--- src/verilog/adcp_defs.vh ---
// constants of the serial converter port: register map, fields, timing
// assumes a 125 MHz system clock and a 4-bit word address on the register port
`ifndef ADCP_DEFS_VH
`define ADCP_DEFS_VH

// ==================================================
// register word addresses
`define ADCP_ADDR_STATUS   4'h0
`define ADCP_ADDR_MASK     4'h1
`define ADCP_ADDR_STATE    4'h2
`define ADCP_ADDR_RESULT   4'h3

// ==================================================
// status and mask bit positions
`define ADCP_EV_DONE       0
`define ADCP_EV_NAP        1
`define ADCP_EV_SLEEP      2
`define ADCP_EV_WAKE       3
`define ADCP_EV_SETTLED    4
`define ADCP_EV_W          5

// ==================================================
// state register bit positions
`define ADCP_ST_PWR_LO     0
`define ADCP_ST_PWR_HI     1
`define ADCP_ST_FLAG       2
`define ADCP_ST_RANGE      3
`define ADCP_ST_ACQ        4
`define ADCP_ST_BUSY       5

// ==================================================
// reset values
`define ADCP_MASK_RST      5'h00
`define ADCP_RESULT_RST    12'h000

// ==================================================
// serial sequence counts
`define ADCP_RES_W         12
`define ADCP_WORD_BITS     13
`define ADCP_CONVERT_STROBE_EDGES    4'hE
`define ADCP_NAP_PULSES    3'h2
`define ADCP_SLEEP_PULSES  3'h4

// ==================================================
// timing: reference settle plus flag delay after sleep wake
`define ADCP_CLK_MHZ       125
`define ADCP_REF_SETTLE_US 12000

`endif

--- src/verilog/adcp_pin_sync.v ---
// two-flop synchronisers with edge detection for the host pins
// assumes pins are asynchronous to clk and reset is already synchronised
`timescale 1ns/1ps

module adcp_pin_sync (
  clk,
  rst_n,
  pin_in,
  level,
  rise,
  fall
);
  input  wire       clk;
  input  wire       rst_n;
  input  wire [2:0] pin_in;
  output wire [2:0] level;
  output wire [2:0] rise;
  output wire [2:0] fall;

  genvar g;

  // ==================================================
  // per-pin synchroniser and edge history
  generate
    for (g = 0; g < 3; g = g + 1)
    begin : g_pin
      reg meta_q;
      reg sync_q;
      reg prev_q;
      // first flop feeds only the second one
      always @(posedge clk or negedge rst_n)
      begin
        if (!rst_n)
        begin
          meta_q <= 1'b0;
          sync_q <= 1'b0;
          prev_q <= 1'b0;
        end
        else
        begin
          meta_q <= pin_in[g];
          sync_q <= meta_q;
          prev_q <= sync_q;
        end
      end
      // edges seen between second and third stage
      assign level[g] = sync_q;
      assign rise[g]  = sync_q & ~prev_q;
      assign fall[g]  = ~sync_q & prev_q;
    end
  endgenerate

endmodule // adcp_pin_sync

--- src/verilog/adcp_port.v ---
// serial converter control and output port, device side
// assumes host drives sck and convert_strobe slowly against clk (sck period >= 4 clk)
//
// Our own choices: the address map and the plain strobed port.
`timescale 1ns/1ps
`include "adcp_defs.vh"

// Functional notes
// - range strap: low unipolar, high bipolar coding
// - output word carries previous conversion's sample
// - each sck rise advances sequence, next bit
// - strobe rise holds input, starts conversion
// - two strobes, sck static: enter nap
// - four strobes, sck static: enter sleep
// - any sck pulse wakes from nap/sleep
// - acquisition from fourteenth sck rise to strobe
// - sleep clears settled flag; set after settling
module adcp_port #(
  parameter SETTLE_CYCLES = `ADCP_REF_SETTLE_US * `ADCP_CLK_MHZ
) (
  clk,
  arst_n,
  sck,
  convert_strobe,
  range_select,
  analog_code,
  dout,
  dout_oe_n,
  reg_addr,
  reg_wdata,
  reg_wr,
  reg_rd,
  reg_rdata,
  irq
);
  input  wire        clk;
  input  wire        arst_n;
  input  wire        sck;
  input  wire        convert_strobe;
  input  wire        range_select;
  input  wire [11:0] analog_code;
  output wire        dout;
  output wire        dout_oe_n;
  input  wire [3:0]  reg_addr;
  input  wire [15:0] reg_wdata;
  input  wire        reg_wr;
  input  wire        reg_rd;
  output wire [15:0] reg_rdata;
  output wire        irq;

  localparam PWR_ACTIVE = 2'b00;
  localparam PWR_NAP    = 2'b01;
  localparam PWR_SLEEP  = 2'b10;

  reg        rst_meta_q;
  reg        rst_n_q;
  wire [2:0] pin_level;
  wire [2:0] pin_rise;
  wire [2:0] pin_fall;
  reg [11:0] ain_meta_q;
  reg [11:0] ain_sync_q;
  reg [1:0]  pwr_q;
  reg [1:0]  pwr_d;
  reg [2:0]  pulse_cnt_q;
  reg [2:0]  pulse_cnt_d;
  reg [3:0]  edge_cnt_q;
  reg [3:0]  edge_cnt_d;
  reg        busy_q;
  reg        busy_d;
  reg        acq_q;
  reg        acq_d;
  reg [11:0] hold_q;
  reg [11:0] hold_d;
  reg [11:0] result_q;
  reg [11:0] result_d;
  reg [12:0] word_q;
  reg [12:0] word_d;
  reg        dout_q;
  reg        dout_d;
  reg        oe_n_q;
  reg        oe_n_d;
  reg        flag_q;
  reg        flag_d;
  reg        settling_q;
  reg        settling_d;
  reg [20:0] settle_cnt_q;
  reg [20:0] settle_cnt_d;
  reg [4:0]  events;
  reg [4:0]  status_q;
  reg [4:0]  mask_q;
  reg [15:0] rdata_q;
  reg [15:0] rdata_d;

  wire sck_rise  = pin_rise[0];
  wire sck_edge  = pin_rise[0] | pin_fall[0];
  wire convert_strobe_rise = pin_rise[1];
  wire range_bip = pin_level[2];
  wire [2:0] pulse_next = (pulse_cnt_q == `ADCP_SLEEP_PULSES) ? pulse_cnt_q : pulse_cnt_q + 3'h1;
  wire [3:0] edge_next  = edge_cnt_q + 4'h1;

  // code of a held sample: bipolar flips the msb to two's complement
  function [11:0] adcp_code;
    input [11:0] raw;
    input        bip;
    begin
      adcp_code = {raw[11] ^ bip, raw[10:0]};
    end
  endfunction

  // ==================================================
  // reset release through two flops
  always @(posedge clk or negedge arst_n)
  begin
    if (!arst_n)
    begin
      rst_meta_q <= 1'b0;
      rst_n_q    <= 1'b0;
    end
    else
    begin
      rst_meta_q <= 1'b1;
      rst_n_q    <= rst_meta_q;
    end
  end

  // ==================================================
  // pin synchronisers: sck, strobe, range strap
  adcp_pin_sync u_sync (
    .clk    (clk),
    .rst_n  (rst_n_q),
    .pin_in ({range_select, convert_strobe, sck}),
    .level  (pin_level),
    .rise   (pin_rise),
    .fall   (pin_fall)
  );

  // analog code crosses in two flops, it is steady around the strobe
  always @(posedge clk or negedge rst_n_q)
  begin
    if (!rst_n_q)
    begin
      ain_meta_q <= 12'h000;
      ain_sync_q <= 12'h000;
    end
    else
    begin
      ain_meta_q <= analog_code;
      ain_sync_q <= ain_meta_q;
    end
  end

  // ==================================================
  // conversion, serial output and power sequencing
  always @*
  begin
    pwr_d        = pwr_q;
    pulse_cnt_d  = pulse_cnt_q;
    edge_cnt_d   = edge_cnt_q;
    busy_d       = busy_q;
    acq_d        = acq_q;
    hold_d       = hold_q;
    result_d     = result_q;
    word_d       = word_q;
    dout_d       = dout_q;
    oe_n_d       = oe_n_q;
    flag_d       = flag_q;
    settling_d   = settling_q;
    settle_cnt_d = settle_cnt_q;
    events       = 5'h00;
    if (sck_edge)
    begin
      pulse_cnt_d = 3'h0;
      if (pwr_q != PWR_ACTIVE)
      begin
        pwr_d = PWR_ACTIVE;
        events[`ADCP_EV_WAKE] = 1'b1;
        if (pwr_q == PWR_SLEEP)
        begin
          settling_d   = 1'b1;
          settle_cnt_d = 21'h000000;
        end
      end
    end
    if (sck_rise && busy_q)
    begin
      edge_cnt_d = edge_next;
      if (edge_next < `ADCP_WORD_BITS)
        dout_d = word_q[`ADCP_WORD_BITS - 1 - edge_next];
      else
        oe_n_d = 1'b1;
      if (edge_next == `ADCP_CONVERT_STROBE_EDGES)
      begin
        busy_d   = 1'b0;
        acq_d    = 1'b1;
        result_d = adcp_code(hold_q, range_bip);
        events[`ADCP_EV_DONE] = 1'b1;
      end
    end
    if (convert_strobe_rise)
    begin
      pulse_cnt_d = pulse_next;
      if (pulse_next == 3'h1)
      begin
        hold_d     = ain_sync_q;
        acq_d      = 1'b0;
        busy_d     = 1'b1;
        edge_cnt_d = 4'h0;
        word_d     = {flag_q, result_q};
        dout_d     = flag_q;
        oe_n_d     = 1'b0;
      end
      else if (pulse_next == `ADCP_NAP_PULSES)
      begin
        pwr_d  = PWR_NAP;
        busy_d = 1'b0;
        oe_n_d = 1'b1;
        events[`ADCP_EV_NAP] = 1'b1;
      end
      else if (pulse_next == `ADCP_SLEEP_PULSES && pulse_cnt_q != `ADCP_SLEEP_PULSES)
      begin
        pwr_d      = PWR_SLEEP;
        busy_d     = 1'b0;
        oe_n_d     = 1'b1;
        flag_d     = 1'b0;
        settling_d = 1'b0;
        events[`ADCP_EV_SLEEP] = 1'b1;
      end
    end
    if (settling_q && pwr_q == PWR_ACTIVE && pwr_d == PWR_ACTIVE)
    begin
      if (settle_cnt_q >= SETTLE_CYCLES[20:0] - 21'h000001)
      begin
        settling_d = 1'b0;
        flag_d     = 1'b1;
        events[`ADCP_EV_SETTLED] = 1'b1;
      end
      else
        settle_cnt_d = settle_cnt_q + 21'h000001;
    end
  end

  // state flops; after reset the reference settles as after a sleep wake
  always @(posedge clk or negedge rst_n_q)
  begin
    if (!rst_n_q)
    begin
      pwr_q        <= PWR_ACTIVE;
      pulse_cnt_q  <= 3'h0;
      edge_cnt_q   <= 4'h0;
      busy_q       <= 1'b0;
      acq_q        <= 1'b1;
      hold_q       <= 12'h000;
      result_q     <= `ADCP_RESULT_RST;
      word_q       <= 13'h0000;
      dout_q       <= 1'b0;
      oe_n_q       <= 1'b1;
      flag_q       <= 1'b0;
      settling_q   <= 1'b1;
      settle_cnt_q <= 21'h000000;
    end
    else
    begin
      pwr_q        <= pwr_d;
      pulse_cnt_q  <= pulse_cnt_d;
      edge_cnt_q   <= edge_cnt_d;
      busy_q       <= busy_d;
      acq_q        <= acq_d;
      hold_q       <= hold_d;
      result_q     <= result_d;
      word_q       <= word_d;
      dout_q       <= dout_d;
      oe_n_q       <= oe_n_d;
      flag_q       <= flag_d;
      settling_q   <= settling_d;
      settle_cnt_q <= settle_cnt_d;
    end
  end

  assign dout      = dout_q;
  assign dout_oe_n = oe_n_q;

  // ==================================================
  // register port: sticky status with write-one clear, mask, read data
  always @(posedge clk or negedge rst_n_q)
  begin
    if (!rst_n_q)
    begin
      status_q <= 5'h00;
      mask_q   <= `ADCP_MASK_RST;
    end
    else
    begin
      // a new event wins over its clear
      if (reg_wr && reg_addr == `ADCP_ADDR_STATUS)
        status_q <= (status_q & ~reg_wdata[`ADCP_EV_W-1:0]) | events;
      else
        status_q <= status_q | events;
      if (reg_wr && reg_addr == `ADCP_ADDR_MASK)
        mask_q <= reg_wdata[`ADCP_EV_W-1:0];
    end
  end

  // read mux, unmapped words read zero
  always @*
  begin
    rdata_d = 16'h0000;
    case (reg_addr)
      `ADCP_ADDR_STATUS: rdata_d = {11'h000, status_q};
      `ADCP_ADDR_MASK:   rdata_d = {11'h000, mask_q};
      `ADCP_ADDR_STATE:  rdata_d = {10'h000, busy_q, acq_q, range_bip, flag_q, pwr_q};
      `ADCP_ADDR_RESULT: rdata_d = {4'h0, result_q};
      default:           rdata_d = 16'h0000;
    endcase
  end

  // read data stands only in the cycle after the strobe
  always @(posedge clk or negedge rst_n_q)
  begin
    if (!rst_n_q)
      rdata_q <= 16'h0000;
    else if (reg_rd)
      rdata_q <= rdata_d;
    else
      rdata_q <= 16'h0000;
  end

  assign reg_rdata = rdata_q;
  assign irq       = |(status_q & mask_q);
endmodule // adcp_port

--- config.mk ---
export PLATFORM = sky130hd
export DESIGN_NAME = adcp_port
export DESIGN_NICKNAME = d
export VERILOG_FILES = /design/src/verilog/adcp_pin_sync.v /design/src/verilog/adcp_port.v
export VERILOG_INCLUDE_DIRS = /design/src /design/src/verilog
export SDC_FILE = /design/constraint.sdc
export NUM_CORES = 1
export LEC_CHECK = 0
export BUFFER_PORTS_ARGS = -buffer_cell sky130_fd_sc_hd__buf_4
export CAP_MARGIN = 20
export CORE_ASPECT_RATIO = 0.8
export CORE_MARGIN = 3
export CORE_UTILIZATION = 30
export CTS_CLUSTER_DIAMETER = 60
export CTS_CLUSTER_SIZE = 40
export DETAILED_ROUTE_END_ITERATION = 7
export PLACE_DENSITY = 0.55
export SLEW_MARGIN = 0
export SYNTH_ARGS = -nofsm -noshare
export SYNTH_HDL_FRONTEND = slang
export SYNTH_SLANG_ARGS = --single-unit
--- constraint.sdc ---
create_clock -name clk -period 4 [get_ports clk]
set_input_delay 0.8 -clock clk [delete_from_list [all_inputs] [get_ports clk]]
set_output_delay 0.8 -clock clk [all_outputs]
set_load 0.05 [all_outputs]
==> metrics.txt <==
DR WL/cell=14.98 um; register area share after synthesis=59.24%; total global routing overflow=0; Worst Hold Slack=0.1552 ns; type of element launching the critical path=register; Yosys cell types=60; Post-synth EDFFs=0; routed via count=3,767; Register Area=3236 um2; number of port buffers=42; H-tree lvl count=4; Core ar.=17,590 um2; layout filler cell count=1,728; Worst Path Max Fanout=24; WP data required=4.33 ns; met2 wire length=5202 um; Place WS=1.312 ns; Worst R2R Path Depth=8; number of synthesized register bits=129; end of the critical path=settle_cnt_q[13]; # Max-Cap Violations=0; pin count of the biggest net entering global routing=75; DRT antenna net count=0; worst rel slew slack=34.34%; Post-CTS Setup Bufs=0; status=finished clean; Psw=0.9989 mW; initial antenna violation count=0; Final setup violation count=0; first-pass GRT wire length=19,930 um; Clock Pin Slew Worst Setup and Hold Paths=0.06 ns; leading area contributor after synthesis=dfrtp_1; crit path launch=pulse_cnt_q[0]; Max stage delay on crit path=0.56 ns; worst slew pin tran=0.9848 ns; crit path max-delay cell type=or4_1; RSZ-0062 raised after global routing=no; reg2reg end=settle_cnt_q[13]; top sig layer=met4; vias in the first global route=3,908; Primary FF master, synth=dfrtp_1; commonest cells in the netlist=126 x dfrtp_1, 111 x nand2_1, 28 x nor2_1; GPL Wtd Cong=0.7812; Die Area=19,850 um2; die height=126.6 um; synth warn=0; Async S/R FF share, synth=100.0%; worst flop-to-flop path startpoint=pulse_cnt_q[0]; Antenna Cells=0; root buf cell=clkbuf_16; total routed wirelength=11,630 um; clock share of power=42.0%; TritonCTS clock tree=yes; Die Width=156.8 um; WL met3=472 um; final hold violations=0; GRT Resource Usage Total=12.70%; sw frac=28.21%; Flop pwr share=45.2%; CP Capture Type=register; Static Leak=3.128 nW; Detailed Place HPWL=7765 um; worst-skew pair later-pin latency=0.42 ns; met1 WL=5817 um; cells after synthesis=493; crit path DAT=3.06 ns; clock sinks=129; Worst Hold Class=in -> async; R2R setup slack=1.27 ns; setup total negative slack=0 ns; CP Depth=8; multi-input combinational cell area=2083 um2; Core Util, Final=37.28%; top-area cell type share of the netlist area=57.80%; Finished Cell Area=6559 um2; Num CTS Buffers=17; crit-path cells=inv_1, ha_1, nor2_1, and3b_1, a211oi_4, nand2_2, or4_1, a21oi_1; worst-case clock buffer depth=2; CP delay by family, top=simple AND/OR/NAND/NOR gates; Final period util=68.15%; P&R area growth vs syn=20.23%; Ports=58; Initial Utilization=31.01%; total power density per cell area=539.8 nW/um2; Mapped Avg Cell Area=11.07 um2; top post-synthesis cells by area=dfrtp_1 58%, nand2_1 7.6%, mux2_2 3.3%; crit path time final=2.726 ns; number of remaining DRC errors=0; Internal Power=2.542 mW; detailed router's first-iteration violation count=233; Peak supply drop=0.3380 mV; logic gate share of total power=12.8%; Max Slew Vio Count=0; cell with the most instances after synthesis=dfrtp_1; CP Class=reg -> reg; Final nets=585; share of cells above drive strength 1=21.60%; maximum clock frequency=366.8 MHz; worst path bufs/invs=1; TritonRoute pass-1 iters=4; placed inst area=5991 um2; drt via density=4.854; final worst slack=1.274 ns; hold buffers post-CTS=0; row count=43; cell area after synthesis=5455 um2; Worst Skew=0.006919 ns; # resized after CTS=0
## routing by layer
| metal | vias up | global-route usage, % |
|---|---|---|
| li1 | 1792 | - |
| met1 | 1871 | 18.14 |
| met2 | 95 | 18.19 |
| met3 | 9 | 3.138 |
| met4 | 0 | 5.764 |
| met5 | - | 0 |
## how the worst min path moves through the flow
stage | to | slack [ns] | cells past startpoint
after floorplan | ain_sync_q[0] | 0.33 | 0
after global placement | ain_sync_q[9] | 0.33 | 0
after detailed placement | ain_sync_q[0] | 0.33 | 0
after CTS | rst_n_q | 0.13 | 1
final | rst_meta_q | 0.16 | 1
after global routing | rst_n_q | 0.14 | 1
## state kept, by name, summed over array words and instances, names as in the netlist, 2 cells and up
name,flops
ain_meta_q,12
ain_sync_q,12
edge_cnt_q,4
hold_q,12
mask_q,5
pulse_cnt_q,3
pwr_q,2
reg_rdata,12
result_q,12
settle_cnt_q,21
status_q,5
u_sync.g_pin.meta_q,3
u_sync.g_pin.prev_q,2
u_sync.g_pin.sync_q,3
word_q,13
## cell usage in the layout, fill, tap and decap left out, types with 8 or more instances in the layout
cell type,count
dfrtp_1,125
nand2_1,111
buf_4,47
nor2_1,28
nand3_1,20
clkbuf_16,17
mux2_2,16
o21ai_0,12
and3_1,11
inv_1,10
a21oi_1,10
and2_1,9
mux2i_1,8
## layout make-up
| type | instances | area share [%] |
|---|---|---|
| sequential | 129 | 49.33 |
| tap | 225 | 4.292 |
| inverter | 10 | 0.5723 |
| clock inverter | 14 | 2.175 |
| multi-input combinational | 334 | 31.76 |
| timing repair buffer | 47 | 5.380 |
| clock buffer | 17 | 6.486 |
## power by group through the flow
stage | combinational, mW | clock, mW | sequential [mW]
4_1_cts | 0.460 | 1.53 | 1.60
2_1_floorplan | 0.353 | 0 | 1.57
6_report | 0.455 | 1.49 | 1.60
3_3_place_gp | 0.441 | 0 | 1.61
5_1_grt | 0.509 | 1.59 | 1.63
3_5_place_dp | 0.453 | 0 | 1.62
## cells by family after synthesis
family	synth area share (%)
xor gates and xnor gates	0.8029
adders and majority gates	1.605
buffers and inverters	2.775
muxes	7.661
AOI/OAI and AO/OA	8.487
and+or+nand+nor	19.29
DFF	59.24
other	0.1377
## metrics by stage
stage               instances  power (mW)
CTS                       776       3.596
floorplan                 496       1.927
global route              776       3.729
global placement          745       2.056
detailed placement        745       2.076
finish                    776       3.541
No activity file was read; power rests on OpenSTA's default activity.
